[config.mk]
export PLATFORM = sky130hd
export DESIGN_NAME = mmd_decode
export DESIGN_NICKNAME = d
export VERILOG_FILES = /design/src/mmd_pkg.sv /design/src/mmd_decode.sv
export SDC_FILE = /design/constraint.sdc
export NUM_CORES = 1
export LEC_CHECK = 0
export ABC_AREA = 1
export BUFFER_PORTS_ARGS = -buffer_cell sky130_fd_sc_hd__buf_2
export CAP_MARGIN = 10
export CORE_AREA = 2 2 154 156
export CTS_BUF_LIST = sky130_fd_sc_hd__clkbuf_8
export CTS_CLUSTER_DIAMETER = 50
export DETAILED_ROUTE_END_ITERATION = 7
export DIE_AREA = 0 0 156 158
export PLACE_DENSITY = 0.7
export SLEW_MARGIN = 20
export SYNTH_ARGS = -nofsm -noshare
export SYNTH_HDL_FRONTEND = slang
export SYNTH_SLANG_ARGS = --single-unit
[constraint.sdc]
create_clock -name sys_clk_in -period 1.5 [get_ports sys_clk_in]
set_input_delay 0.15 -clock sys_clk_in [delete_from_list [all_inputs] [get_ports sys_clk_in]]
set_output_delay 0.15 -clock sys_clk_in [all_outputs]
set_load 0.01 [all_outputs]
[src/mmd_pkg.sv]
package mmd_pkg;

   // Memory map regions
   localparam logic [15:0] MMD_DIRECT_LO   = 16'h0000;
   localparam logic [15:0] MMD_DIRECT_HI   = 16'h004F;
   localparam logic [15:0] MMD_PARAM_LO    = 16'h0050;
   localparam logic [15:0] MMD_PARAM_HI    = 16'h008F;
   localparam logic [15:0] MMD_RAM_LO      = 16'h0090;
   localparam logic [15:0] MMD_RAM_HI      = 16'h028F;
   localparam logic [15:0] MMD_HIGH_LO     = 16'h1800;
   localparam logic [15:0] MMD_HIGH_HI     = 16'h182B;
   localparam logic [15:0] MMD_FLASH_LO    = 16'hC000;
   localparam logic [15:0] MMD_USER_TOP    = 16'hDFFF;
   localparam logic [15:0] MMD_FW_LO       = 16'hE000;
   localparam logic [15:0] MMD_JUMP_TABLE  = 16'hE000;
   localparam logic [15:0] MMD_NVREG_LO    = 16'hFFB0;
   localparam logic [15:0] MMD_NVREG_HI    = 16'hFFBF;
   localparam logic [15:0] MMD_NV_KEY_LO   = 16'hFFB0;
   localparam logic [15:0] MMD_NV_KEY_HI   = 16'hFFB7;
   localparam logic [15:0] MMD_NV_LOAD0    = 16'hFFBD;
   localparam logic [15:0] MMD_NV_LOAD1    = 16'hFFBE;
   localparam logic [15:0] MMD_NV_LOAD2    = 16'hFFBF;

   // User vector table
   localparam logic [15:0] MMD_VEC_KEYPAD  = 16'hDFE0;
   localparam logic [15:0] MMD_VEC_RES0    = 16'hDFE2;
   localparam logic [15:0] MMD_VEC_RES1    = 16'hDFE4;
   localparam logic [15:0] MMD_VEC_RTI     = 16'hDFE6;
   localparam logic [15:0] MMD_VEC_LFRX    = 16'hDFE8;
   localparam logic [15:0] MMD_VEC_CONV    = 16'hDFEA;
   localparam logic [15:0] MMD_VEC_RADIO   = 16'hDFEC;
   localparam logic [15:0] MMD_VEC_MEAS    = 16'hDFEE;
   localparam logic [15:0] MMD_VEC_TOVF    = 16'hDFF0;
   localparam logic [15:0] MMD_VEC_CH1     = 16'hDFF2;
   localparam logic [15:0] MMD_VEC_CH0     = 16'hDFF4;
   localparam logic [15:0] MMD_VEC_WAKE    = 16'hDFF6;
   localparam logic [15:0] MMD_VEC_LVOLT   = 16'hDFF8;
   localparam logic [15:0] MMD_VEC_RES2    = 16'hDFFA;
   localparam logic [15:0] MMD_VEC_SWI     = 16'hDFFC;
   localparam logic [15:0] MMD_VEC_RESET   = 16'hDFFE;

   // Direct-page register offsets
   localparam logic [7:0] MMD_PORT_A_DATA     = 8'h00;
   localparam logic [7:0] MMD_PORT_A_PULL     = 8'h01;
   localparam logic [7:0] MMD_PORT_A_DIR      = 8'h03;
   localparam logic [7:0] MMD_PORT_B_DATA     = 8'h04;
   localparam logic [7:0] MMD_PORT_B_PULL     = 8'h05;
   localparam logic [7:0] MMD_PORT_B_DIR      = 8'h07;
   localparam logic [7:0] MMD_KEY_SC          = 8'h0C;
   localparam logic [7:0] MMD_KEY_PE          = 8'h0D;
   localparam logic [7:0] MMD_KEY_ES          = 8'h0E;
   localparam logic [7:0] MMD_TMR_SC          = 8'h10;
   localparam logic [7:0] MMD_TMR_CNTH        = 8'h11;
   localparam logic [7:0] MMD_TMR_CNTL        = 8'h12;
   localparam logic [7:0] MMD_TMR_MODH        = 8'h13;
   localparam logic [7:0] MMD_TMR_MODL        = 8'h14;
   localparam logic [7:0] MMD_TMR_C0SC        = 8'h15;
   localparam logic [7:0] MMD_TMR_C0VH        = 8'h16;
   localparam logic [7:0] MMD_TMR_C0VL        = 8'h17;
   localparam logic [7:0] MMD_TMR_C1SC        = 8'h18;
   localparam logic [7:0] MMD_TMR_C1VH        = 8'h19;
   localparam logic [7:0] MMD_TMR_C1VL        = 8'h1A;
   localparam logic [7:0] MMD_WAKE_DIV        = 8'h1C;
   localparam logic [7:0] MMD_WAKE_CS         = 8'h1D;
   localparam logic [7:0] MMD_PRST_CS         = 8'h1E;
   localparam logic [7:0] MMD_WAKE_SS         = 8'h1F;

   // Implemented-bit masks; bits outside read as zero
   localparam logic [7:0] MMD_MASK_PA_DATA    = 8'h1F;
   localparam logic [7:0] MMD_MASK_NIBBLE     = 8'h0F;
   localparam logic [7:0] MMD_MASK_PAIR       = 8'h03;
   localparam logic [7:0] MMD_MASK_KEY_SC     = 8'h0B;
   localparam logic [7:0] MMD_MASK_CH_SC      = 8'hFC;
   localparam logic [7:0] MMD_MASK_SIX        = 8'h3F;
   localparam logic [7:0] MMD_MASK_WAKE_SS    = 8'hBF;
   localparam logic [7:0] MMD_ZERO8           = 8'h00;

   // Field positions
   localparam int MMD_KEY_FLAG_BIT  = 3;
   localparam int MMD_KEY_ACK_BIT   = 2;
   localparam int MMD_CH_FLAG_BIT   = 7;
   localparam int MMD_TOF_BIT       = 7;
   localparam int MMD_WFLAG_BIT     = 7;
   localparam int MMD_WACK_BIT      = 6;

   typedef enum logic [3:0] {
      MMD_REG_NONE   = 4'h0,
      MMD_REG_DIRECT = 4'h1,
      MMD_REG_PARAM  = 4'h2,
      MMD_REG_RAM    = 4'h3,
      MMD_REG_HIGH   = 4'h4,
      MMD_REG_FLASH  = 4'h5,
      MMD_REG_FW     = 4'h6,
      MMD_REG_NVREG  = 4'h7
   } mmd_region_type;

   typedef enum logic [2:0] {
      MMD_ST_LOAD0 = 3'b001,
      MMD_ST_LOAD1 = 3'b010,
      MMD_ST_RUN   = 3'b100
   } mmd_state_type;

endpackage

[src/mmd_decode.sv]
// What this block does
// - Addresses 0x0000 to 0x004F select the direct-page peripheral registers.
// - Addresses 0x0050 to 0x008F select the 64-byte parameter registers.
// - Addresses 0x0090 to 0x028F select on-chip RAM.
// - Addresses 0x1800 to 0x182B select the high-page registers.
// - Flash is 16K; upper 8K belongs to firmware, not user code.
// - All vectors are redirected to the user area 0xDFE0 to 0xDFFF.
// - Every reset source fetches its vector from 0xDFFE:0xDFFF.
// - Two-byte user vectors in fixed order; DFE2, DFE4, DFFA reserved.
// - Sixteen nonvolatile flash bytes at 0xFFB0; three load working registers at reset.
// - Eight-byte comparison key in that area may unlock secured memory.
// - First 256 addresses reachable by low byte; direct-page writes are full bytes, flag bits not writable.
// - Zero-marked unused bits read 0; other reserved bits read 0 here.
`timescale 1ns/10ps
module mmd_decode import mmd_pkg::*; #(
   parameter int ADDR_W = 16,
   parameter int DATA_W = 8
) (
   input  wire logic              sys_clk_in,
   input  wire logic              rst_n_in,
   input  wire logic [ADDR_W-1:0] addr_in,
   input  wire logic              direct_mode_in,
   input  wire logic              rd_in,
   input  wire logic              wr_in,
   input  wire logic [DATA_W-1:0] wdata_in,
   input  wire logic [DATA_W-1:0] ext_rdata_in,
   input  wire logic              keypad_event_in,
   input  wire logic              tmr_ovf_in,
   input  wire logic              tmr_ch0_in,
   input  wire logic              tmr_ch1_in,
   input  wire logic              wake_event_in,
   input  wire logic              prst_event_in,
   input  wire logic [15:0]       tmr_count_in,
   input  wire logic [5:0]        wake_count_in,
   input  wire logic              reset_source_in,
   input  wire logic [3:0]        irq_source_in,
   input  wire logic              key_match_in,
   output logic [DATA_W-1:0]      rdata_out,
   output logic [15:0]            full_addr_out,
   output logic                   sel_param_out,
   output logic                   sel_ram_out,
   output logic                   sel_high_out,
   output logic                   sel_flash_out,
   output logic                   sel_firmware_out,
   output logic                   sel_nvreg_out,
   output logic                   flash_write_block_out,
   output logic                   fetch_nvload_out,
   output logic [15:0]            nvload_addr_out,
   output logic [15:0]            vector_addr_out,
   output logic                   vector_valid_out,
   output logic [DATA_W-1:0]      nv_work_out [3],
   output logic                   secure_unlock_out,
   output logic [4:0]             port_a_data_out,
   output logic [3:0]             port_a_pull_out,
   output logic [3:0]             port_a_dir_out,
   output logic [1:0]             port_b_data_out,
   output logic [1:0]             port_b_pull_out,
   output logic [1:0]             port_b_dir_out,
   output logic [7:0]             keypad_ctrl_out,
   output logic [7:0]             tmr_ctrl_out,
   output logic [15:0]            tmr_modulo_out,
   output logic                   tmr_count_clear_out,
   output logic [7:0]             tmr_ch0_ctrl_out,
   output logic [15:0]            tmr_ch0_value_out,
   output logic [7:0]             tmr_ch1_ctrl_out,
   output logic [15:0]            tmr_ch1_value_out,
   output logic [5:0]             wake_div_out,
   output logic [5:0]             wake_time_out,
   output logic [5:0]             prst_time_out,
   output logic                   wake_sel_out
);

   typedef struct packed {
      mmd_state_type st;
      logic [1:0]    load_idx;
      logic [7:0]    nv0;
      logic [7:0]    nv1;
      logic [7:0]    nv2;
      logic [7:0]    pa_data;
      logic [7:0]    pa_pull;
      logic [7:0]    pa_dir;
      logic [7:0]    pb_data;
      logic [7:0]    pb_pull;
      logic [7:0]    pb_dir;
      logic [7:0]    key_sc;
      logic [7:0]    key_pe;
      logic [7:0]    key_es;
      logic [7:0]    tmr_sc;
      logic [15:0]   tmr_mod;
      logic [7:0]    c0_sc;
      logic [15:0]   c0_val;
      logic [7:0]    c1_sc;
      logic [15:0]   c1_val;
      logic [7:0]    wdiv;
      logic [7:0]    wcs;
      logic [7:0]    pcs;
      logic [7:0]    wss;
      logic [7:0]    cnt_latch;
      logic          cnt_clr;
      logic [7:0]    rdata;
   } mmd_regs_type;

   mmd_regs_type  r_q;
   mmd_regs_type  r_d;
   logic [15:0]   eff_addr;
   mmd_region_type region;
   logic          dp_wr;

   function automatic logic in_range(input logic [15:0] a, input logic [15:0] lo, input logic [15:0] hi);
      in_range = (a >= lo) && (a <= hi);
   endfunction

   // Sticky flag: hardware set wins over a software acknowledge
   function automatic logic flag_next(input logic cur, input logic set, input logic clr);
      flag_next = set | (cur & ~clr);
   endfunction

   // Direct addressing supplies only the low byte; high byte is zero
   assign eff_addr = direct_mode_in ? {8'h00, addr_in[7:0]} : addr_in[15:0];
   assign dp_wr = wr_in && region == MMD_REG_DIRECT;

   always_comb begin
      region = MMD_REG_NONE;
      if (in_range(eff_addr, MMD_DIRECT_LO, MMD_DIRECT_HI)) begin
         region = MMD_REG_DIRECT;
      end else if (in_range(eff_addr, MMD_PARAM_LO, MMD_PARAM_HI)) begin
         region = MMD_REG_PARAM;
      end else if (in_range(eff_addr, MMD_RAM_LO, MMD_RAM_HI)) begin
         region = MMD_REG_RAM;
      end else if (in_range(eff_addr, MMD_HIGH_LO, MMD_HIGH_HI)) begin
         region = MMD_REG_HIGH;
      end else if (in_range(eff_addr, MMD_NVREG_LO, MMD_NVREG_HI)) begin
         region = MMD_REG_NVREG;
      end else if (in_range(eff_addr, MMD_FLASH_LO, MMD_USER_TOP)) begin
         region = MMD_REG_FLASH;
      end else if (eff_addr >= MMD_FW_LO) begin
         region = MMD_REG_FW;
      end
   end

   always_comb begin
      r_d = r_q;
      r_d.cnt_clr = 1'b0;
      r_d.rdata = MMD_ZERO8;
      case (r_q.st)
         // Three nonvolatile bytes are fetched over the flash port before the core runs
         MMD_ST_LOAD0: begin
            r_d.st = MMD_ST_LOAD1;
         end
         MMD_ST_LOAD1: begin
            case (r_q.load_idx)
               2'd0: r_d.nv0 = ext_rdata_in;
               2'd1: r_d.nv1 = ext_rdata_in;
               default: r_d.nv2 = ext_rdata_in;
            endcase
            if (r_q.load_idx == 2'd2) begin
               r_d.st = MMD_ST_RUN;
            end else begin
               r_d.load_idx = r_q.load_idx + 2'd1;
               r_d.st = MMD_ST_LOAD0;
            end
         end
         MMD_ST_RUN: begin
            if (rd_in) begin
               if (region == MMD_REG_DIRECT) begin
                  case (eff_addr[7:0])
                     MMD_PORT_A_DATA: r_d.rdata = r_q.pa_data;
                     MMD_PORT_A_PULL: r_d.rdata = r_q.pa_pull;
                     MMD_PORT_A_DIR:  r_d.rdata = r_q.pa_dir;
                     MMD_PORT_B_DATA: r_d.rdata = r_q.pb_data;
                     MMD_PORT_B_PULL: r_d.rdata = r_q.pb_pull;
                     MMD_PORT_B_DIR:  r_d.rdata = r_q.pb_dir;
                     MMD_KEY_SC:      r_d.rdata = r_q.key_sc & MMD_MASK_KEY_SC;
                     MMD_KEY_PE:      r_d.rdata = r_q.key_pe;
                     MMD_KEY_ES:      r_d.rdata = r_q.key_es;
                     MMD_TMR_SC:      r_d.rdata = r_q.tmr_sc;
                     MMD_TMR_CNTH: begin
                        // High read freezes the low byte for a coherent 16-bit read
                        r_d.rdata = tmr_count_in[15:8];
                        r_d.cnt_latch = tmr_count_in[7:0];
                     end
                     MMD_TMR_CNTL:    r_d.rdata = r_q.cnt_latch;
                     MMD_TMR_MODH:    r_d.rdata = r_q.tmr_mod[15:8];
                     MMD_TMR_MODL:    r_d.rdata = r_q.tmr_mod[7:0];
                     MMD_TMR_C0SC:    r_d.rdata = r_q.c0_sc & MMD_MASK_CH_SC;
                     MMD_TMR_C0VH:    r_d.rdata = r_q.c0_val[15:8];
                     MMD_TMR_C0VL:    r_d.rdata = r_q.c0_val[7:0];
                     MMD_TMR_C1SC:    r_d.rdata = r_q.c1_sc & MMD_MASK_CH_SC;
                     MMD_TMR_C1VH:    r_d.rdata = r_q.c1_val[15:8];
                     MMD_TMR_C1VL:    r_d.rdata = r_q.c1_val[7:0];
                     MMD_WAKE_DIV:    r_d.rdata = r_q.wdiv;
                     MMD_WAKE_CS:     r_d.rdata = {r_q.wcs[MMD_WFLAG_BIT], 1'b0, r_q.wcs[5:0]};
                     MMD_PRST_CS:     r_d.rdata = {r_q.pcs[MMD_WFLAG_BIT], 1'b0, r_q.pcs[5:0]};
                     MMD_WAKE_SS:     r_d.rdata = {r_q.wss[7], 1'b0, wake_count_in};
                     default:         r_d.rdata = MMD_ZERO8;
                  endcase
               end else begin
                  r_d.rdata = ext_rdata_in;
               end
            end
            // Full-byte writes; the core's bit instructions arrive as read-modify-write
            if (dp_wr) begin
               case (eff_addr[7:0])
                  MMD_PORT_A_DATA: r_d.pa_data = wdata_in & MMD_MASK_PA_DATA;
                  MMD_PORT_A_PULL: r_d.pa_pull = wdata_in & MMD_MASK_NIBBLE;
                  MMD_PORT_A_DIR:  r_d.pa_dir = wdata_in & MMD_MASK_NIBBLE;
                  MMD_PORT_B_DATA: r_d.pb_data = wdata_in & MMD_MASK_PAIR;
                  MMD_PORT_B_PULL: r_d.pb_pull = wdata_in & MMD_MASK_PAIR;
                  MMD_PORT_B_DIR:  r_d.pb_dir = wdata_in & MMD_MASK_PAIR;
                  MMD_KEY_SC:      r_d.key_sc = {r_q.key_sc[7:4], r_q.key_sc[MMD_KEY_FLAG_BIT], 1'b0, wdata_in[1:0]};
                  MMD_KEY_PE:      r_d.key_pe = wdata_in & MMD_MASK_NIBBLE;
                  MMD_KEY_ES:      r_d.key_es = wdata_in & MMD_MASK_NIBBLE;
                  MMD_TMR_SC:      r_d.tmr_sc = {r_q.tmr_sc[MMD_TOF_BIT], wdata_in[6:0]};
                  MMD_TMR_CNTH:    r_d.cnt_clr = 1'b1;
                  MMD_TMR_CNTL:    r_d.cnt_clr = 1'b1;
                  MMD_TMR_MODH:    r_d.tmr_mod[15:8] = wdata_in;
                  MMD_TMR_MODL:    r_d.tmr_mod[7:0] = wdata_in;
                  MMD_TMR_C0SC:    r_d.c0_sc = {r_q.c0_sc[MMD_CH_FLAG_BIT], wdata_in[6:2], 2'b00};
                  MMD_TMR_C0VH:    r_d.c0_val[15:8] = wdata_in;
                  MMD_TMR_C0VL:    r_d.c0_val[7:0] = wdata_in;
                  MMD_TMR_C1SC:    r_d.c1_sc = {r_q.c1_sc[MMD_CH_FLAG_BIT], wdata_in[6:2], 2'b00};
                  MMD_TMR_C1VH:    r_d.c1_val[15:8] = wdata_in;
                  MMD_TMR_C1VL:    r_d.c1_val[7:0] = wdata_in;
                  MMD_WAKE_DIV:    r_d.wdiv = wdata_in & MMD_MASK_SIX;
                  MMD_WAKE_CS:     r_d.wcs = {r_q.wcs[MMD_WFLAG_BIT], 1'b0, wdata_in[5:0]};
                  MMD_PRST_CS:     r_d.pcs = {r_q.pcs[MMD_WFLAG_BIT], 1'b0, wdata_in[5:0]};
                  MMD_WAKE_SS:     r_d.wss = {wdata_in[7], 7'h00};
                  default:         ;
               endcase
            end
            // Timer flags clear on a 0 written to the flag bit
            r_d.key_sc[MMD_KEY_FLAG_BIT] = flag_next(r_q.key_sc[MMD_KEY_FLAG_BIT], keypad_event_in,
               dp_wr && eff_addr[7:0] == MMD_KEY_SC && wdata_in[MMD_KEY_ACK_BIT]);
            r_d.tmr_sc[MMD_TOF_BIT] = flag_next(r_q.tmr_sc[MMD_TOF_BIT], tmr_ovf_in,
               dp_wr && eff_addr[7:0] == MMD_TMR_SC && !wdata_in[MMD_TOF_BIT]);
            r_d.c0_sc[MMD_CH_FLAG_BIT] = flag_next(r_q.c0_sc[MMD_CH_FLAG_BIT], tmr_ch0_in,
               dp_wr && eff_addr[7:0] == MMD_TMR_C0SC && !wdata_in[MMD_CH_FLAG_BIT]);
            r_d.c1_sc[MMD_CH_FLAG_BIT] = flag_next(r_q.c1_sc[MMD_CH_FLAG_BIT], tmr_ch1_in,
               dp_wr && eff_addr[7:0] == MMD_TMR_C1SC && !wdata_in[MMD_CH_FLAG_BIT]);
            r_d.wcs[MMD_WFLAG_BIT] = flag_next(r_q.wcs[MMD_WFLAG_BIT], wake_event_in,
               dp_wr && eff_addr[7:0] == MMD_WAKE_CS && wdata_in[MMD_WACK_BIT]);
            r_d.pcs[MMD_WFLAG_BIT] = flag_next(r_q.pcs[MMD_WFLAG_BIT], prst_event_in,
               dp_wr && eff_addr[7:0] == MMD_PRST_CS && wdata_in[MMD_WACK_BIT]);
         end
         default: begin
            r_d.st = MMD_ST_LOAD0;
         end
      endcase
   end

   always_ff @(posedge sys_clk_in) begin
      if (!rst_n_in) begin
         r_q <= '0;
         r_q.st <= MMD_ST_LOAD0;
      end else begin
         r_q <= r_d;
      end
   end

   // Vector lookup; reserved slots and unknown sources give no valid vector
   always_comb begin
      vector_valid_out = 1'b1;
      if (reset_source_in) begin
         vector_addr_out = MMD_VEC_RESET;
      end else begin
         case (irq_source_in)
            4'h0:    vector_addr_out = MMD_VEC_KEYPAD;
            4'h1:    vector_addr_out = MMD_VEC_RTI;
            4'h2:    vector_addr_out = MMD_VEC_LFRX;
            4'h3:    vector_addr_out = MMD_VEC_CONV;
            4'h4:    vector_addr_out = MMD_VEC_RADIO;
            4'h5:    vector_addr_out = MMD_VEC_MEAS;
            4'h6:    vector_addr_out = MMD_VEC_TOVF;
            4'h7:    vector_addr_out = MMD_VEC_CH1;
            4'h8:    vector_addr_out = MMD_VEC_CH0;
            4'h9:    vector_addr_out = MMD_VEC_WAKE;
            4'hA:    vector_addr_out = MMD_VEC_LVOLT;
            4'hB:    vector_addr_out = MMD_VEC_SWI;
            default: begin
               vector_addr_out = MMD_VEC_RESET;
               vector_valid_out = 1'b0;
            end
         endcase
      end
   end

   assign full_addr_out         = (r_q.st == MMD_ST_RUN) ? eff_addr : nvload_addr_out;
   assign sel_param_out         = region == MMD_REG_PARAM;
   assign sel_ram_out           = region == MMD_REG_RAM;
   assign sel_high_out          = region == MMD_REG_HIGH;
   assign sel_flash_out         = region == MMD_REG_FLASH;
   assign sel_firmware_out      = region == MMD_REG_FW;
   assign sel_nvreg_out         = region == MMD_REG_NVREG;
   // Plain writes never reach flash; the erase/program sequencer does that
   assign flash_write_block_out = wr_in && (region == MMD_REG_FLASH || region == MMD_REG_FW ||
                                            region == MMD_REG_NVREG);
   assign fetch_nvload_out      = r_q.st != MMD_ST_RUN;
   assign nvload_addr_out       = (r_q.load_idx == 2'd0) ? MMD_NV_LOAD0 :
                                  (r_q.load_idx == 2'd1) ? MMD_NV_LOAD1 : MMD_NV_LOAD2;
   assign nv_work_out[0]        = r_q.nv0;
   assign nv_work_out[1]        = r_q.nv1;
   assign nv_work_out[2]        = r_q.nv2;
   assign secure_unlock_out     = key_match_in && (r_q.st == MMD_ST_RUN);
   assign rdata_out             = r_q.rdata;
   assign port_a_data_out       = r_q.pa_data[4:0];
   assign port_a_pull_out       = r_q.pa_pull[3:0];
   assign port_a_dir_out        = r_q.pa_dir[3:0];
   assign port_b_data_out       = r_q.pb_data[1:0];
   assign port_b_pull_out       = r_q.pb_pull[1:0];
   assign port_b_dir_out        = r_q.pb_dir[1:0];
   assign keypad_ctrl_out       = r_q.key_sc;
   assign tmr_ctrl_out          = r_q.tmr_sc;
   assign tmr_modulo_out        = r_q.tmr_mod;
   assign tmr_count_clear_out   = r_q.cnt_clr;
   assign tmr_ch0_ctrl_out      = r_q.c0_sc;
   assign tmr_ch0_value_out     = r_q.c0_val;
   assign tmr_ch1_ctrl_out      = r_q.c1_sc;
   assign tmr_ch1_value_out     = r_q.c1_val;
   assign wake_div_out          = r_q.wdiv[5:0];
   assign wake_time_out         = r_q.wcs[5:0];
   assign prst_time_out         = r_q.pcs[5:0];
   assign wake_sel_out          = r_q.wss[7];

endmodule

[Word-level counts from Yosys, hierarchy flattened]
Cells that the tools add are included.
Storage, ports and cells
  register bits: 165
  input bits: 71
  word-level logic and storage cells: 196
Operators by class
  add/subtract/negate cells: 1
  order comparisons: 13
  equal/unequal tests: 47
  mux-type cells: 20
  bitwise logic cells: 20
  reduce and logical (&&, ||, !) cells: 59
Operators with widths (count)
  8-bit case mux with 24 select lines: 1
  8-bit by 5-bit equality test with 1-bit output, second input constant: 15
  3-bit AND reduction: 24
  5-bit case mux with 12 select lines: 1
  16-bit >= comparator, second input constant: 3
  4-bit by 3-bit equality test with 1-bit output, second input constant: 8
  16-bit <= comparator, second input constant: 2
  16-bit 2-to-1 mux: 2
  8-bit by 3-bit equality test with 1-bit output, second input constant: 3
  8-bit by 4-bit equality test with 1-bit output, second input constant: 3
  1-bit logical AND: 21
  3-bit 2-to-1 mux: 7
  4-bit by 2-bit equality test with 1-bit output, second input constant: 4
  4-bit equality test, second input constant: 4
  16-bit by 1-bit >= comparator with 1-bit output, second input constant: 1
  16-bit by 13-bit >= comparator with 1-bit output, second input constant: 1
  16-bit by 7-bit >= comparator with 1-bit output, second input constant: 1
  16-bit by 8-bit >= comparator with 1-bit output, second input constant: 1
  16-bit by 10-bit <= comparator with 1-bit output, second input constant: 1
  16-bit by 13-bit <= comparator with 1-bit output, second input constant: 1
  16-bit by 7-bit <= comparator with 1-bit output, second input constant: 1
  16-bit by 8-bit <= comparator with 1-bit output, second input constant: 1
  12-bit OR reduction: 1
  3-bit case mux with 3 select lines: 1
  other kinds (26): 52

[Depth between registers and ports, before layout]
Gate-level depths: netlist of run 1.
  depth after elaboration: 16
  depth in mapped cells: 13
  mapped depth without buffers: 11

[Worst setup path before layout of run 1]
Ideal clock, no wire load.
  path type: register -> register
  start point: register r_q[218] (netlist bit)
  end point: register r_q, in the netlist nv_work_out[1]
  arrival: 1.430 ns
  data required time: 1.368 ns
  setup slack: -0.062 ns
  stages on the path, launching flop included: 8
  path buffers: 1
  period minus slack after synthesis: 1.562 ns
  path through: dfxtp_1 > inv_1 > ha_1 > clkbuf_1 > nor2_1 > nand2_1 > nand2_1 > a21oi_1
Between the ends
  longest elaborated chain between the ends: 4
  elaborated cells between the ends (all ways): 5
  classes of those cells: 1 x eq/ne; 1 x bitwise; 3 x reduce/logical
RTL lines
  from (decl): line mmd_decode.sv:103  | mmd_regs_type r_q;
  from (signal assigned): line mmd_decode.sv:256  | r_q <= r_d;
  2-bit by 1-bit equality test with 1-bit output / 2-bit zero test (equally long branches): line mmd_decode.sv:151  | case (r_q.load_idx)
  2-bit OR reduction (no source line) *
  1-bit NOT (no source line) *
  2-bit AND reduction (no source line) *
Mark *: on every way between the ends. The rest lies on a longest branch, timed or not.
A chain may end at the register's enable or synchronous reset.

[Worst setup path after layout of run 1]
  start point: register r_q[220] (netlist bit)
  end point: output port full_addr_out[10]
Between the ends
  longest elaborated chain between the ends: 2
RTL lines
  3-bit equality test: line mmd_decode.sv:287  | assign full_addr_out = (r_q.st == MMD_ST_RUN) ? eff_addr : nvload_addr_out;
  16-bit 2-to-1 mux: line mmd_decode.sv:287
  to (decl): line mmd_decode.sv:39  | output logic [15:0] full_addr_out,
No other way between the ends.

==> results of run 1 <==
-- through the flow --
| stage | worst slack, ns | hold slack (ns) | instance area, um2 | total power [mW] |
|---|---|---|---|---|
| after floorplan | 0.00572 | 0.285 | 9150 | 4.98 |
| after global placement | -0.464 | 0.374 | 10300 | 5.38 |
| after detailed placement | -0.464 | 0.380 | 10300 | 5.39 |
| after CTS | -0.153 | 0.0809 | 11300 | 8.78 |
| after global routing | -0.202 | 0.105 | 11800 | 9.13 |
| final | -0.144 | 0.0810 | 11800 | 8.84 |
-- Yosys cell counts (all sizes together) --
cell      n  share of area
nor2    142          0.069
a21boi    1        0.00083
clkinv    5         0.0021
a21oi   149          0.083
nand3   146          0.081
clkbuf   36          0.015
nand2   210          0.088
dfxtp   165           0.37
ha        4         0.0055
inv      74          0.031
buf     198           0.16
nand3b    2         0.0017
o22ai     1        0.00069
nand4    17          0.012
conb      2        0.00083
o211ai    2         0.0017
nor4      1        0.00069
o21ai   134          0.075
nor3      6         0.0039
-- layer usage --
metal  part of all wire  GRT usage  vias to the layer above
met2               0.47      0.423                      405
met3              0.071     0.0465                       69
met5                  0          0                        -
li1                   -          -                     4593
met1               0.42      0.319                     4398
met4              0.035     0.0891                        0
-- flip-flops by register name, summed over array words and instances (netlist names) --
signal               flops
nv_work_out             24
tmr_ctrl_out             8
port_b_pull_out          2
tmr_count_clear_out      1
tmr_ch1_ctrl_out         6
port_b_dir_out           2
wake_time_out            6
tmr_ch0_value_out       16
tmr_ch0_ctrl_out         6
keypad_ctrl_out          3
rdata_out                8
port_b_data_out          2
prst_time_out            6
tmr_ch1_value_out       16
port_a_data_out          5
r_q                     23
wake_div_out             6
port_a_pull_out          4
wake_sel_out             1
tmr_modulo_out          16
port_a_dir_out           4
-- worst paths after layout --
path                 start                   to  cells past startpoint
hold / removal    rst_n_in  tmr_ch1_ctrl_out[7]                      3
hold reg to reg   r_q[220]             r_q[220]                      1
setup reg to reg  r_q[220]    tmr_modulo_out[7]                      9
setup / recovery  r_q[220]    full_addr_out[10]                      7
-- area by class of cell --
class	instances	area [um2]
flip-flops and latches	165	3310
clock inverters	15	179
repair buffers	436	3060
well taps	290	363
fillers	2301	11200
multi-input cells	852	4370
inverters	79	322
clock buffers	17	234
-- kinds of logic (layout without fill, tap and decap cells) --
logic type,count (synthesis),in the layout,share of synthesized area
compound gates,287,287,0.161
fa+ha+maj,4,4,0.00555
buf+inv,313,547,0.210
flops,165,165,0.366
other cells,2,35,0.000833
simple gates,524,526,0.257
-- worst min-delay path: cells and delay by family --
| family | cells | cell delay (ns) |
|---|---|---|
| buffers and inverters | 2 | 0.30 |
| AOI/OAI and AO/OA | 1 | 0.06 |
-- power breakdown --
part           leakage, nW  switching [mW]  total [mW]  internal (mW)
registers             1.33          0.0134        4.41           4.40
logic                 4.05           0.634        1.07          0.437
clock network        0.206            1.94        3.35           1.42
-- repair_timing --
action	CTS	global route
endpoints found under the hold margin	49	0
endpoints found under the setup margin	42	149
gates resized for setup	63	97
pin swaps	6	33
gates cloned	2	6
setup buffers	11	11
hold buffers	28	0
==> metrics, run 1 <==
status complete, but fails checks; failing checks negative setup slack; maximum VDD drop 453 uV; gpl congestion 0.909; Setup Skew 0.0144 ns; post-route minimum period 1.64 ns; H-Tree Depth 4; syn avg cell area 6.97 um2; via count 9465; #FFs+latches synth 165; CTS tree yes; final hold vios 0; Max-cap violations 0; sequential share of the synthesized area 0.366; die area 0.0246 mm2; initial antenna violation count 0; Hold Crit Class in2reg; most frequent cells in the layout 235 x buf_2, 195 x nand2_1, 161 x dfxtp_1; worst setup margin -0.144 ns; TritonRoute pass-1 iters 5; Tcrit/Tclk final 1.10; WS Path Type reg2out; FMAX 608 MHz; Bufs on Longest Clock Path 2; port buffer count 244; vias in the first global route 8455; GRT Util Overall 0.250; Final setup viols 105; Core Area 0.0231 mm2; row count 56; Least-Margin Pin Slew 0.657 ns; Power Dens Cells 747 mW/mm2; CP Cell Sequence inv_2, nand3_2, buf_6, inv_8, buf_8, o21ai_2, buf_2; Worst R2R Setup Slack -0.13 ns; crit end category output pin; max incr delay on CP 0.34 ns; synth unique cells 30; synthesized area 0.00902 mm2; commonest non-fill, non-tap cell in the layout buf_2; CP top delay family buffers and inverters; final core occ 0.513; CP Data Required Time 1.35 ns; worst path bufs/invs 5; P&R area growth vs syn 31.2%; P_leak 5.59 nW; DRC 0; clk_lat worst skew 0.47 ns; Die X 156 um; synth warn 0; DR WL/cell 17.7 um; CP Launch Type register; fin nets 1626; Die H 158 um; WL final 32.8 mm; first-pass GRT wire length 47.3 mm; critical path arrival 1.49 ns; Reg clk slew, reported paths 0.10 ns; Mapped Cells 1295; Post-DP HPWL 23.9 mm; CTS Root Cell clkbuf_8; Critical-path top delay cell dfxtp_2; relative slew slack 0.560; Post-DRT Antenna Nets 0; clock sink total 165; max-slew violation count 0; total CTS buffers 17; Vias/cell 5.11; Inst Count DP 1765; unrepaired setup endpoints after global routing yes; CP Max Fanout 6; Sum Neg Setup Slack -5.52 ns; starting density of the core 0.391; Non-Filler Instances 1854; layout cells sized above 1 0.358; # IOs 280; DRT iter0 DRCs 684; largest net degree at the start of global routing 62; # diodes 0; gr ovfl total 0
(Power assumes the default switching activity.)
==> inputs of run 2 (changes only) <==
ABC_AREA = 0   (was 1)
BUFFER_PORTS_ARGS = -buffer_cell sky130_fd_sc_hd__buf_4   (was -buffer_cell sky130_fd_sc_hd__buf_2)
CORE_AREA = 2 2 156 158   (was 2 2 154 156)
DIE_AREA = 0 0 158 160   (was 0 0 156 158)
==> run 2 against run 1 <==
  * The run still ends with negative setup slack left
  * Register-to-register slack got worse by 0.18 ns
  * Sequential share of layout area decreased by 2.3 points
  * Clock power decreased by 1%
  * Combinational power increased by 22%
  * Synthesized area increased by 2.6%
  * Fmax decreased by 10%
  * Largest cell class unchanged
  * Highest routed layer unchanged
==> metrics, run 2 <==
status complete, but fails checks; failing checks negative setup slack; Hold Crit Class in2reg; commonest non-fill, non-tap cell in the layout buf_4; Die H 160 um; Area contributors post-synth dfxtp_1 36%, buf_4 14%, mux2i_1 13%; worst path bufs/invs 4; Power Dens Cells 698 mW/mm2; maximum VDD drop 425 uV; vias in the first global route 8600; GRT Util Overall 0.276; syn avg cell area 8.43 um2; design area 0.0129 mm2; WHS Path Cells 3; port buffer count 244; Die X 158 um; DR WL/cell 21.1 um; # diodes 0; unrepaired setup endpoints after global routing yes; layout cells sized above 1 0.417; Inst Count DP 1625; most frequent cells in the layout 399 x buf_4, 159 x dfxtp_1, 149 x nand2_1; Max-cap violations 0; fill count 2212; CP Cell Sequence buf_6, nor3b_4, buf_6, buf_12, o21ai_2, buf_4; P&R area growth vs syn 39.6%; gpl congestion 1.01; synthesized area 0.00925 mm2; synth unique cells 72; Reg clk slew, reported paths 0.10 ns; TritonRoute pass-1 iters 7; max reg flops 24; # IOs 280; CTS tree yes; sequential share of the synthesized area 0.357; Critical-path top delay cell dfxtp_2; total CTS buffers 17; clk_lat worst skew 0.47 ns; Non-Filler Instances 1711; cell taking the most area after synthesis dfxtp_1; crit end category output pin; #FFs+latches synth 165; WL final 36.1 mm; gr ovfl total 0; via count 9023; H-Tree Depth 4; CP top delay family buffers and inverters; Yosys top cell area share 0.357; max-slew violation count 0; Post-DP HPWL 27.2 mm; starting density of the core 0.388; relative slew slack 0.669; DRT iter0 DRCs 859; max incr delay on CP 0.34 ns; Tcrit/Tclk final 1.22; worst setup margin -0.331 ns; CP Launch Type register; CP Data Required Time 1.35 ns; synth warn 0; largest net degree at the start of global routing 85; P_leak 6.01 nW; Most common cell on crit path buf_6; Core Area 0.0238 mm2; most frequent cell after synthesis buf_4; top_reg_cell synth dfxtp_1; Final setup viols 135; worst r2r path cells 7; Vias/cell 5.27; fin nets 1449; Placed Area 0.0116 mm2; Bufs on Longest Clock Path 2; critical path depth 6; total power 9.02 mW; Post-DRT Antenna Nets 0; share of synthesized flip-flops with an asynchronous set or reset 0; Mapped Cells 1097; WS Path Type reg2out; post-route minimum period 1.83 ns; CTS Root Cell clkbuf_8; die area 0.0253 mm2; Setup Skew 0.0132 ns; DRC 0; final hold vios 0; Synth top cells by count 175 x buf_4, 165 x dfxtp_1, 156 x nand2_1; initial antenna violation count 0; number of flops mapped to enable cells by yosys 0; critical path arrival 1.68 ns; CP Max Fanout 5; FMAX 546 MHz; Least-Margin Pin Slew 0.491 ns; first-pass GRT wire length 52.2 mm; clock sink total 165; row count 57
## run 2: cell types whose count changed after synthesis, sizes merged, moves of 16 or more
cell	delta
a21oi	-114
clkbuf	+19
mux2i	+121
inv	-56
nand2	-49
nor2	-89
a31oi	+16
nand3	-85
o21ai	-76
## run 2: logic make-up (layout without fill, tap and decap cells)
family / count (synthesis) / after routing / synth area share
compound gates: 172 / 172 / 0.121
xor+xnor: 1 / 1 / 0.000947
fa+ha+maj: 4 / 4 / 0.00541
buf+inv: 266 / 522 / 0.180
flops: 165 / 165 / 0.357
mux: 131 / 131 / 0.143
other cells: 2 / 35 / 0.000812
simple gates: 356 / 357 / 0.191
## run 2: power by group
| part | internal [mW] | switching, mW |
|---|---|---|
| Clock | 1.41 | 1.89 |
| Combinational | 0.586 | 0.723 |
| Sequential | 4.40 | 0.0106 |
| Total | 6.39 | 2.63 |
## run 2: path summary, 6_finish.rpt
kind              startpoint                   to  slack [ns]
max reg2reg         r_q[220]   keypad_ctrl_out[3]       -0.31
max                 r_q[219]     full_addr_out[8]       -0.33
min               tmr_ch0_in  tmr_ch0_ctrl_out[7]        0.03
min reg2reg  nv_work_out[19]      nv_work_out[19]        0.46
## run 2: tightest hold or removal path, delay by kind of cell
| kind | cells | cell delay, ns |
|---|---|---|
| buf+inv | 1 | 0.13 |
| compound gates | 2 | 0.18 |
## run 2: repair_timing
action / in CTS / in global routing
endpoints found under the setup margin: 160 / 185
gates cloned: 3 / 1
buffers inserted: 11 / 11
hold buffers: 28 / 0
resized for setup: 60 / 60
pin swaps: 11 / 13
endpoints found under the hold margin: 44 / 0
## run 2: routing by layer
layer  global-route usage  vias to the layer above  wire length [um]
met1                0.353                     4345             15100
met3               0.0502                       75              2550
li1                     -                     4167                 -
met4               0.0954                        0              1150
met2                0.465                      436             17300
met5                    0                        -                 0
## run 2: layout make-up
cell class	count	area [um2]	share of cell area
multi-input cells	700	4810	0.372
repair buffers	472	3930	0.304
clock inverters	14	143	0.0110
well taps	324	405	0.0314
inverters	18	70.1	0.00543
clock buffers	18	248	0.0192
flip-flops and latches	165	3310	0.256
## run 2: stage by stage
stage / worst slack (ns) / TNS, ns / util / hold WS (ns)
final: -0.331 / -23.28 / 0.542 / 0.0334
after global routing: -0.409 / -33.28 / 0.542 / 0.0313
after CTS: -0.311 / -19.30 / 0.529 / 0.0141
after detailed placement: -0.533 / -55.96 / 0.488 / 0.396
after global placement: -0.544 / -52.99 / 0.488 / 0.386
after floorplan: -0.437 / -36.84 / - / 0.286
